<file path="src/rtl/tbk_pkg.sv">
// Register map, field positions, reset values and counts of the timer bank.
// Assumes an AXI4-Lite master with 8-bit byte addresses and 32-bit data.
package tbk_pkg;
  // Timer n: low counter at 8*n, high counter at 8*n+4
  localparam logic [7:0] TBK_TMR_LAST = 8'h3c;
  localparam logic [7:0] TBK_CTRL = 8'h40;
  localparam logic [7:0] TBK_TEN = 8'h44;
  localparam logic [7:0] TBK_TFL = 8'h48;
  localparam logic [7:0] TBK_EFL = 8'h4c;
  localparam logic [7:0] TBK_SFL = 8'h50;
  localparam logic [7:0] TBK_TMK = 8'h54;
  localparam logic [7:0] TBK_EMK = 8'h58;
  localparam logic [7:0] TBK_SMK = 8'h5c;
  localparam logic [7:0] TBK_STAT = 8'h60;
  localparam logic [7:0] TBK_WAIT = 8'h64;
  // Control bits
  localparam int TBK_CTRL_SRC_BIT = 0;
  localparam int TBK_CTRL_EMU_BIT = 3;
  // Level request flag sits in the edge flag register
  localparam int TBK_LVL_BIT = 6;
  // Edge inputs 0..3 react to rising edges, 4..5 to falling
  localparam logic [5:0] TBK_EDGE_POS = 6'h0f;
  localparam logic [7:0] TBK_REG_RST = 8'h00;
  localparam logic [1:0] TBK_WDOG_LOW_CYC = 2'h2;
  localparam logic [3:0] TBK_BAUD_LAST = 4'hf;
  localparam logic [2:0] TBK_FDIV_LAST = 3'h7;
  localparam logic [1:0] TBK_RESP_OKAY = 2'h0;
  localparam logic [1:0] TBK_RESP_SLVERR = 2'h2;
endpackage : tbk_pkg

</file>
<file path="src/rtl/tbk_timer_bank.sv">
// Eight 16-bit down-counting timers with flag, mask and priority logic.
// Assumes an AXI4-Lite master on sys_clk_i and asynchronous pin inputs.
`timescale 1ns/1ps
module tbk_timer_bank (
  // Clock and reset
  input wire logic sys_clk_i,
  input wire logic rst_i,
  // AXI4-Lite slave
  input wire logic [7:0] s_axi_awaddr_i,
  input wire logic s_axi_awvalid_i,
  output logic s_axi_awready_o,
  input wire logic [31:0] s_axi_wdata_i,
  input wire logic [3:0] s_axi_wstrb_i,
  input wire logic s_axi_wvalid_i,
  output logic s_axi_wready_o,
  output logic [1:0] s_axi_bresp_o,
  output logic s_axi_bvalid_o,
  input wire logic s_axi_bready_i,
  input wire logic [7:0] s_axi_araddr_i,
  input wire logic s_axi_arvalid_i,
  output logic s_axi_arready_o,
  output logic [31:0] s_axi_rdata_o,
  output logic [1:0] s_axi_rresp_o,
  output logic s_axi_rvalid_o,
  input wire logic s_axi_rready_i,
  // Pins
  input wire logic fast_clock_i,
  input wire logic external_count_pin_i,
  input wire logic [5:0] edge_irq_i,
  input wire logic level_irq_input_n_i,
  input wire logic [7:0] serial_evt_i,
  // Outputs
  output logic chip_reset_pin_n_o,
  output logic irq_o,
  output logic [4:0] irq_vector_o,
  output logic run_o,
  output logic [1:0] baud_tick_o
);
  typedef struct packed {
    logic [7:0][7:0] tmr_lo;
    logic [7:0][7:0] tmr_hi;
    logic [7:0][7:0] lat_lo;
    logic [7:0][7:0] lat_hi;
    logic [7:0] ctrl;
    logic [7:0] ten;
    logic [7:0] tfl;
    logic [7:0] efl;
    logic [7:0] sfl;
    logic [7:0] tmk;
    logic [7:0] emk;
    logic [7:0] smk;
    logic wd_act;
    logic [1:0] rst_cnt;
    logic rst_n;
    logic irq;
    logic [4:0] vec;
    logic waiting;
    logic run;
    logic [1:0][3:0] bdiv;
    logic [1:0] btick;
    logic fc_s1;
    logic fc_s2;
    logic fc_p;
    logic ex_s1;
    logic ex_s2;
    logic ex_p;
    logic [5:0] eg_s1;
    logic [5:0] eg_s2;
    logic [5:0] eg_p;
    logic lv_s1;
    logic lv_s2;
    logic lv_p;
    logic [2:0] div;
    logic fdiv;
    logic fdiv_p;
    logic ph;
    logic aw_h;
    logic [7:0] aw_a;
    logic w_h;
    logic [7:0] w_d;
    logic w_s;
    logic awr;
    logic wr;
    logic bv;
    logic [1:0] bresp;
    logic arr;
    logic rv;
    logic [7:0] rd;
    logic [1:0] rresp;
  } tbk_state_t;

  tbk_state_t s;
  tbk_state_t n;
  logic [7:0] fall;
  logic [7:0] rise;
  logic [7:0] to;
  logic [7:0] wr_hi;
  logic [7:0] tclr;
  logic [7:0] eclr;
  logic [7:0] sclr;
  logic [5:0] eg_ev;
  logic [23:0] fl_all;
  logic [23:0] mk_all;
  logic f_rise;
  logic f_fall;
  logic d_rise;
  logic d_fall;
  logic e_rise;
  logic e_fall;
  logic lv_fell;
  logic do_wr;
  logic hit;
  logic [7:0] rdv;
  logic [2:0] ti;

  always_comb
  begin
    n = s;
    to = '0;
    wr_hi = '0;
    tclr = '0;
    eclr = '0;
    sclr = '0;
    fall = '0;
    rise = '0;
    hit = 1'b0;
    rdv = 8'h00;
    ti = 3'h0;
    // Two-flop synchronisers; edge logic reads only the second stage
    n.fc_s1 = fast_clock_i;
    n.fc_s2 = s.fc_s1;
    n.fc_p = s.fc_s2;
    n.ex_s1 = external_count_pin_i;
    n.ex_s2 = s.ex_s1;
    n.ex_p = s.ex_s2;
    n.eg_s1 = edge_irq_i;
    n.eg_s2 = s.eg_s1;
    n.eg_p = s.eg_s2;
    n.lv_s1 = level_irq_input_n_i;
    n.lv_s2 = s.lv_s1;
    n.lv_p = s.lv_s2;
    f_rise = s.fc_s2 & ~s.fc_p;
    f_fall = ~s.fc_s2 & s.fc_p;
    e_rise = s.ex_s2 & ~s.ex_p;
    e_fall = ~s.ex_s2 & s.ex_p;
    // Fast clock divided by 16: toggle every eighth rising edge
    if (f_rise)
    begin
      n.div = s.div + 3'h1;
      if (s.div == tbk_pkg::TBK_FDIV_LAST)
        n.fdiv = ~s.fdiv;
    end
    n.fdiv_p = s.fdiv;
    d_rise = s.fdiv & ~s.fdiv_p;
    d_fall = ~s.fdiv & s.fdiv_p;
    // Processor clock seen as alternating fall and rise phases
    n.ph = ~s.ph;
    for (int i = 0; i < 8; i++)
    begin
      if (i < 2)
      begin
        fall[i] = s.ph;
        rise[i] = ~s.ph;
      end
      else if (i == 2)
      begin
        fall[i] = d_fall;
        rise[i] = d_rise;
      end
      else if (i == 4 && s.ctrl[tbk_pkg::TBK_CTRL_SRC_BIT])
      begin
        fall[i] = e_fall;
        rise[i] = e_rise;
      end
      else
      begin
        fall[i] = f_fall;
        rise[i] = f_rise;
      end
      if ((i == 0) ? s.wd_act : s.ten[i])
      begin
        if (fall[i])
        begin
          n.tmr_lo[i] = s.tmr_lo[i] - 8'h01;
          if (s.tmr_lo[i] == 8'h00)
            n.tmr_hi[i] = s.tmr_hi[i] - 8'h01;
        end
        if (rise[i] && s.tmr_hi[i] == 8'h00 && s.tmr_lo[i] == 8'h00)
        begin
          to[i] = 1'b1;
          n.tmr_hi[i] = s.lat_hi[i];
          n.tmr_lo[i] = s.lat_lo[i];
        end
      end
    end
    if (to[0])
      n.rst_cnt = tbk_pkg::TBK_WDOG_LOW_CYC;
    else if (s.rst_cnt != 2'h0)
      n.rst_cnt = s.rst_cnt - 2'h1;
    n.rst_n = (n.rst_cnt == 2'h0);
    // baud ticks per sixteen timeouts of timers 3 and 4
    for (int b = 0; b < 2; b++)
    begin
      n.btick[b] = to[3 + b] && (s.bdiv[b] == tbk_pkg::TBK_BAUD_LAST);
      if (to[3 + b])
        n.bdiv[b] = s.bdiv[b] + 4'h1;
    end
    // AXI channels; one write and one read in flight
    if (s.awr && s_axi_awvalid_i)
    begin
      n.aw_h = 1'b1;
      n.aw_a = s_axi_awaddr_i;
    end
    if (s.wr && s_axi_wvalid_i)
    begin
      n.w_h = 1'b1;
      n.w_d = s_axi_wdata_i[7:0];
      n.w_s = s_axi_wstrb_i[0];
    end
    if (s.bv && s_axi_bready_i)
      n.bv = 1'b0;
    do_wr = s.aw_h && s.w_h && !s.bv;
    if (do_wr)
    begin
      n.aw_h = 1'b0;
      n.w_h = 1'b0;
      n.bv = 1'b1;
      hit = (s.aw_a[1:0] == 2'h0) && (s.aw_a <= tbk_pkg::TBK_WAIT);
      n.bresp = hit ? tbk_pkg::TBK_RESP_OKAY : tbk_pkg::TBK_RESP_SLVERR;
      ti = s.aw_a[5:3];
      if (hit && s.w_s)
      begin
        if (s.aw_a <= tbk_pkg::TBK_TMR_LAST)
        begin
          if (s.aw_a[2])
          begin
            // high write loads latch then counters
            n.lat_hi[ti] = s.w_d;
            n.tmr_hi[ti] = s.w_d;
            n.tmr_lo[ti] = s.lat_lo[ti];
            wr_hi[ti] = 1'b1;
          end
          else
            n.lat_lo[ti] = s.w_d;
        end
        else
        begin
          unique case (s.aw_a)
            tbk_pkg::TBK_CTRL: n.ctrl = s.w_d;
            tbk_pkg::TBK_TEN:
            begin
              n.ten = s.w_d;
              // watchdog start and reload on rise
              if (s.w_d[0] && !s.ten[0])
              begin
                n.wd_act = 1'b1;
                n.tmr_hi[0] = s.lat_hi[0];
                n.tmr_lo[0] = s.lat_lo[0];
              end
            end
            tbk_pkg::TBK_TFL: tclr = s.w_d;
            tbk_pkg::TBK_EFL: eclr = s.w_d;
            tbk_pkg::TBK_SFL: sclr = s.w_d;
            tbk_pkg::TBK_TMK: n.tmk = s.w_d;
            tbk_pkg::TBK_EMK: n.emk = s.w_d;
            tbk_pkg::TBK_SMK: n.smk = s.w_d;
            tbk_pkg::TBK_WAIT:
            begin
              if (!s.ctrl[tbk_pkg::TBK_CTRL_EMU_BIT])
                n.waiting = 1'b1;
            end
            default: n.ctrl = s.ctrl;
          endcase
        end
      end
    end
    eg_ev = (s.eg_s2 & ~s.eg_p & tbk_pkg::TBK_EDGE_POS)
      | (~s.eg_s2 & s.eg_p & ~tbk_pkg::TBK_EDGE_POS);
    lv_fell = ~s.lv_s2 & s.lv_p;
    n.tfl = (s.tfl & ~tclr) | to;
    n.sfl = (s.sfl & ~sclr) | serial_evt_i;
    n.efl = (s.efl & ~eclr) | {2'h0, eg_ev};
    // level flag held while input low
    n.efl[tbk_pkg::TBK_LVL_BIT] = (s.efl[tbk_pkg::TBK_LVL_BIT] & ~eclr[tbk_pkg::TBK_LVL_BIT])
      | lv_fell | (s.efl[tbk_pkg::TBK_LVL_BIT] & ~s.lv_s2);
    // last enabled hit in ascending scan wins
    fl_all = {s.sfl, s.efl, s.tfl};
    mk_all = {s.smk, s.emk, s.tmk};
    n.irq = 1'b0;
    n.vec = 5'h00;
    for (int k = 0; k < 24; k++)
    begin
      if (fl_all[k] && mk_all[k])
      begin
        n.irq = 1'b1;
        n.vec = 5'(k);
      end
    end
    if (s.irq)
      n.waiting = 1'b0;
    n.run = ~n.waiting;
    // Read channel; data captured at the address handshake
    if (s.rv && s_axi_rready_i)
      n.rv = 1'b0;
    if (s.arr && s_axi_arvalid_i)
    begin
      n.rv = 1'b1;
      n.rresp = tbk_pkg::TBK_RESP_OKAY;
      ti = s_axi_araddr_i[5:3];
      if (s_axi_araddr_i[1:0] != 2'h0 || s_axi_araddr_i > tbk_pkg::TBK_WAIT)
        n.rresp = tbk_pkg::TBK_RESP_SLVERR;
      else if (s_axi_araddr_i <= tbk_pkg::TBK_TMR_LAST)
        rdv = s_axi_araddr_i[2] ? s.tmr_hi[ti] : s.tmr_lo[ti];
      else
      begin
        unique case (s_axi_araddr_i)
          tbk_pkg::TBK_CTRL: rdv = s.ctrl;
          tbk_pkg::TBK_TEN: rdv = s.ten;
          tbk_pkg::TBK_TFL: rdv = s.tfl;
          tbk_pkg::TBK_EFL: rdv = s.efl;
          tbk_pkg::TBK_SFL: rdv = s.sfl;
          tbk_pkg::TBK_TMK: rdv = s.tmk;
          tbk_pkg::TBK_EMK: rdv = s.emk;
          tbk_pkg::TBK_SMK: rdv = s.smk;
          tbk_pkg::TBK_STAT: rdv = {s.wd_act, s.run, s.irq, s.vec};
          default: rdv = 8'h00;
        endcase
      end
      n.rd = rdv;
    end
    n.awr = !n.aw_h && !n.bv;
    n.wr = !n.w_h && !n.bv;
    n.arr = !n.rv;
  end

  always_ff @(posedge sys_clk_i or posedge rst_i)
  begin
    if (rst_i)
    begin
      s <= '0;
      s.rst_n <= 1'b1;
      s.run <= 1'b1;
      s.awr <= 1'b1;
      s.wr <= 1'b1;
      s.arr <= 1'b1;
      // Idle-high level input, so no false edge at release
      s.lv_s1 <= 1'b1;
      s.lv_s2 <= 1'b1;
      s.lv_p <= 1'b1;
    end
    else
      s <= n;
  end

  assign s_axi_awready_o = s.awr;
  assign s_axi_wready_o = s.wr;
  assign s_axi_bvalid_o = s.bv;
  assign s_axi_bresp_o = s.bresp;
  assign s_axi_arready_o = s.arr;
  assign s_axi_rvalid_o = s.rv;
  assign s_axi_rresp_o = s.rresp;
  assign s_axi_rdata_o = {24'h000000, s.rd};
  assign chip_reset_pin_n_o = s.rst_n;
  assign irq_o = s.irq;
  assign irq_vector_o = s.vec;
  assign run_o = s.run;
  assign baud_tick_o = s.btick;
endmodule : tbk_timer_bank

</file>
<file path="config.mk">
export PLATFORM = sky130hd
export DESIGN_NAME = tbk_timer_bank
export DESIGN_NICKNAME = d
export VERILOG_FILES = /design/src/rtl/tbk_pkg.sv /design/src/rtl/tbk_timer_bank.sv
export SDC_FILE = /design/constraint.sdc
export NUM_CORES = 1
export LEC_CHECK = 0
export BUFFER_PORTS_ARGS = -buffer_cell sky130_fd_sc_hd__buf_2
export CAP_MARGIN = 25
export CORE_UTILIZATION = 40
export CTS_BUF_LIST = sky130_fd_sc_hd__clkbuf_2
export DETAILED_ROUTE_END_ITERATION = 16
export PLACE_DENSITY = 0.64
export SYNTH_ARGS = -nofsm -noshare
export SYNTH_HDL_FRONTEND = slang
export SYNTH_SLANG_ARGS = --single-unit
export TNS_END_PERCENT = 10
</file>
<file path="constraint.sdc">
create_clock -name sys_clk_i -period 29 [get_ports sys_clk_i]
set_input_delay 5.8 -clock sys_clk_i [delete_from_list [all_inputs] [get_ports sys_clk_i]]
set_output_delay 5.8 -clock sys_clk_i [all_outputs]
set_load 0.02 [all_outputs]
</file>
* Word-level counts from Yosys, hierarchy flattened *
Index checks and enable logic that the tools add are counted.

word-level totals
  memory bits (writable) = 0
  output and inout bits = 51
  register bits after elaboration = 411
  ROM bits = 0
  logic and storage cells = 416
  input port bits = 76
  latch bits = 0
  memories = 0

operators by class
  magnitude comparators = 7
  add/sub/neg operators = 20
  divide/modulo/power cells = 0
  shift-type cells = 0
  equality and inequality tests = 21
  multipliers = 0
  bitwise operators = 37
  muxes and demuxes = 161
  reductions and logical operators = 91

operators by type and width
  cell                                                             number
  two-way mux 8 bit                                                83
  two-way mux 272 bit                                              2
  bitwise mux 64 bit                                               4
  two-way mux 128 bit                                              2
  == test 8 x 7 -> 1 bit (second input constant)                   18
  two-way mux 6 bit                                                24
  logical NOT 8 bit                                                16
  two-way mux 64 bit                                               2
  subtractor 8 x 1 -> 8 bit (second input constant)                16
  two-way mux 56 bit                                               2
  binary-select mux 8 bit (select 3 bit)                           3
  case mux 8 bit (9 select lines)                                  1
  logical AND 1 bit                                                55
  two-way mux 1 bit                                                28
  AND reduction 4 bit                                              7
  AND 8 bit                                                        3
  demux 8 bit (select 3 bit)                                       1
  NOT 8 bit                                                        3
  less-or-equal comparator 8 x 6 -> 1 bit (second input constant)  2
  two-way mux 16 bit                                               1
  bitwise OR 8 bit                                                 2
  NOT 1 bit                                                        12
  two-way mux 11 bit                                               1
  two-way mux 10 bit                                               1
  other kinds (26)                                                 48

* Logic depth before layout (Yosys ltp) *
  word-level depth = 25
  gate-level depth with buffers = 10
  mapped depth without buffers = 8

* Worst setup path after synthesis *
Ideal clock, no wire load.

  path type = input -> register
  start = input s_axi_araddr_i[4]
  end = register s, in the netlist s_axi_rdata_o[7]
  stages on the path = 6
  buffers on the path = 2
  slack = 21.320 ns
  arrival time = 7.548 ns
  required time = 28.868 ns
  cells stage by stage = buf_2 -> buf_1 -> mux4_2 -> mux2_2 -> o211ai_1 -> a22oi_1

on the way
  word-level cells in the longest chain between the ends = 5
  elaborated cells on any way between the ends = 20
  classes of those cells = 2 x order compare; 9 x eq/ne; 8 x mux; 1 x reduce/logical

ends and longest elaborated chain
  what                                     line                   text
  from (decl)                              tbk_timer_bank.sv:19   input wire logic [7:0] s_axi_araddr_i,
  binary-select mux 8 bit (select 3 bit)   tbk_timer_bank.sv:313  rdv = s_axi_araddr_i[2] ? s.tmr_hi[ti] : s.tmr_lo[ti];
  two-way mux 8 bit (not written as such)  tbk_timer_bank.sv:313
  two-way mux 8 bit                        tbk_timer_bank.sv:313
  two-way mux 8 bit                        tbk_timer_bank.sv:312  else if (s_axi_araddr_i <= tbk_pkg::TBK_TMR_LAST)
  two-way mux 8 bit (*)                    tbk_timer_bank.sv:310  if (s_axi_araddr_i[1:0] != 2'h0 || s_axi_araddr_i > tbk_pkg::TBK_WAIT)
  to (signal assigned)                     tbk_timer_bank.sv:352  s <= n;
  to (decl)                                tbk_timer_bank.sv:92   tbk_state_t s;

Every way passes the cells marked *; elsewhere a longest branch is shown, timed or not. The select of a mux whose other input is x is not followed.
A chain may end at the register's enable or synchronous reset.

* Worst setup path after layout *
  start = register s, in the netlist s_axi_arready_o
  end = output s_axi_arready_o

RTL lines
  what       line                  text
  to (decl)  tbk_timer_bank.sv:21  output logic s_axi_arready_o,

No word-level cell between the ends.

==> qor.csv <==
stage;metric;value;unit
outcome;status;complete, no violations;
timing;final hold vios;0;
timing;Slew HR;0.250;
yosys;syn avg cell area;9.67;sq um
min_path;Hold Path Class;register to register;
global_routing;vias in the first global route;18927;
yosys;asr flop ratio synth;1.00;
pwr;Final Total Pwr;1.81;mW
timing;Sum Neg Setup Slack;0;ps
clock_tree;Max Root-Sink Buffers;3;
pwr;Lkg Pwr;11.4;nW
yosys;Synth cell types;89;
route;TritonRoute pass-1 iters;6;
global_routing;Remaining Overflow, GRT;0;
timing;Tmin final;7630;ps
clock_tree;clk_lat worst skew;1150;ps
route;wire per inst;23.6;um
global_routing;Total GRT Usage;0.269;
worst_setup_path;critical path type;register to output port;
route;drt total wl;76600;um
placed_design;Post-Place Worst Slack;20470;ps
timing;fmax;0.131;GHz
worst_setup_path;FF-to-FF setup slack;25440;ps
yosys;top_reg_cell synth;dfrtp_1;
worst_setup_path;Data required, critical path;23200;ps
clock_tree;cts repair resizes;0;
placed_design;gpl congestion;0.956;
clock_tree;TritonCTS clock tree;yes;
yosys;flops & latches, synth;409;
yosys;sequential share of the synthesized area;0.453;
floorplan;die area;57500;sq um
min_path;hold path depth;0;
floorplan;Die Wd;240;um
worst_setup_path;number of buffers and inverters on the critical path;1;
worst_setup_path;crit path capture;s_axi_arready_o;
layout;post-layout util;0.442;
route;initial DRC count;2288;
worst_setup_path;R2R Path End;s[150];
clock_tree;Worst-path clk slew;100;ps
clock_tree;Hold Buf Count CTS;0;
timing;Clock Skew;89.7;ps
timing;fin. max-slew vios;0;
timing;RSZ-0062 raised after global routing;false;
placed_design;port bufs;73;
yosys;Ys Warns;0;
worst_setup_path;capturing element type of the critical path;output port;
layout;Fill cells;5352;
worst_setup_path;Worst path max stage delay;550;ps
worst_setup_path;crit path from;s_axi_arready_o;
route;Final ANT Viol Nets;0;
worst_setup_path;critical path depth;1;
timing;slew at the pin closest to its max-slew limit;1110;ps
placed_design;detailed placement HPWL;52600;um
timing;Final WS setup;21370;ps
route;Via density;6.03;
worst_setup_path;Crit path max-delay family;flip-flops;
yosys;synthesized area;22600;sq um
floorplan;chip height;240;um
flow_run;max cap viols;0;
route;Vias;19571;
floorplan;Placement Rows;86;
worst_setup_path;CP Launch Type;register;
clock_tree;CTS Root Buffer Type;clkbuf_2;
placed_design;placed instance area;23500;sq um
worst_setup_path;r2r worst-path depth;5;
global_routing;first-pass GRT wire length;116000;um
timing;Tcrit/Tclk final;0.263;
clock_tree;Setup Buffers After CTS;0;
route;# DRC;0;
pwr;maximum vdd ir drop;0.0471;mV
worst_setup_path;CP max stage cell;dfstp_2;
global_routing;initial antenna violation count;3;
layout;design area;24500;sq um
clock_tree;H-tree Lvls;3;
worst_setup_path;WP data arrival;1830;ps
layout;Layout area overhead;8.43;%
worst_setup_path;Cell Chain, Critical Path;buf_2;
clock_tree;cts bufs inserted;111;
worst_setup_path;CP Max Fanout;3;
layout;area used by multi-input combinational logic;11300;sq um
worst_setup_path;Worst R2R Start;s[29];
layout;Reg area;10200;sq um
clock_tree;TritonCTS Sinks;409;
pwr;PwrDens;73.7;nW/um^2
global_routing;pin count of the biggest net entering global routing;160;
floorplan;I/O Pins;127;
floorplan;Initial Util;0.408;
floorplan;Core ar.;55500;sq um
layout;share of layout cells above drive strength 1;0.207;
timing;final setup violation count;0;
layout;Layout Nets;2506;
yosys;Cells after Synth;2342;
yosys;EDFF count, synth;0;
==> stage by stage <==
stage / hold slack (ps) / instances
3_5_place_dp: 336 / 3039
2_1_floorplan: 331 / 2367
6_report: 322 / 3246
3_3_place_gp: 332 / 3037
4_1_cts: 348 / 3238
5_1_grt: 347 / 3245
==> placed cells by master (no fill, tap or decap), drive strengths merged, types with 16 or more instances in the layout <==
cell     Yosys  layout
o21ai      145     145
o31ai       16      16
and2        17      17
a22oi       31      31
a21oi       84      84
clkinv       2      26
nor4        27      27
nand2      398     398
o2bb2ai     27      27
o211ai      18      18
or3         26      26
nor2b       17      17
conb         1      26
nor2       123     123
a21o        21      21
a22o        37      37
o21a        22      22
a31oi       16      16
nor3        72      72
buf         65     108
inv         80      82
nand3       56      56
clkbuf     117     175
mux2       143     143
a211oi      29      29
o22ai       23      23
dfrtp      401     401
ha          21      21
mux2i       19      19
mux4        42      42
nand4       23      23
==> power by group <==
| group | switching [mW] | internal, mW | leakage, nW |
|---|---|---|---|
| clock network | 0.253 | 0.165 | 0.782 |
| logic | 0.406 | 0.219 | 5.17 |
| registers | 0.121 | 0.644 | 5.47 |
| total | 0.780 | 1.03 | 11.4 |
==> per-layer routing <==
layer / track usage / vias to the layer above / share of wire
met5: 0 / - / 0
met1: 0.362 / 9753 / 0.42
met3: 0.0511 / 208 / 0.079
met2: 0.422 / 928 / 0.46
li1: - / 8682 / -
met4: 0.120 / 0 / 0.043
==> worst min path at each step <==
stage,start,endpoint,slack (ps)
global route,n[53],n[47],350
finish,n[53],n[47],320
detailed placement,n[67],n[66],340
global placement,n[51],n[45],330
CTS,n[53],n[47],350
floorplan,n[51],n[45],330
==> area by class of cell <==
class | count | area share
clock buffers | 172 | 0.0351
well taps | 748 | 0.0381
multi-input cells | 1694 | 0.462
repair buffers | 111 | 0.0288
flip-flops and latches | 409 | 0.417
clock inverters | 27 | 0.00535
diodes | 3 | 0.000306
inverters | 82 | 0.0128
==> cells in the mapped netlist (all sizes together), types with 37 or more instances <==
library cell	count	area share
nand3	56	0.012
nand2	398	0.066
mux4	42	0.042
mux2	143	0.071
a22o	37	0.014
o21ai	145	0.032
a21oi	84	0.019
nor2	123	0.021
inv	80	0.013
clkbuf	117	0.019
buf	65	0.019
nor3	72	0.017
dfrtp	401	0.44
==> kinds of logic after synthesis <==
family | after synthesis | synth area share
muxes | 204 | 0.121
AOI/OAI and AO/OA | 565 | 0.170
adders and majority gates | 21 | 0.0116
other | 1 | 0.000166
xor gates and xnor gates | 20 | 0.00774
buffers and inverters | 264 | 0.0521
and+or+nand+nor | 858 | 0.185
DFF | 409 | 0.453
Power figures use the tool's default switching activity.
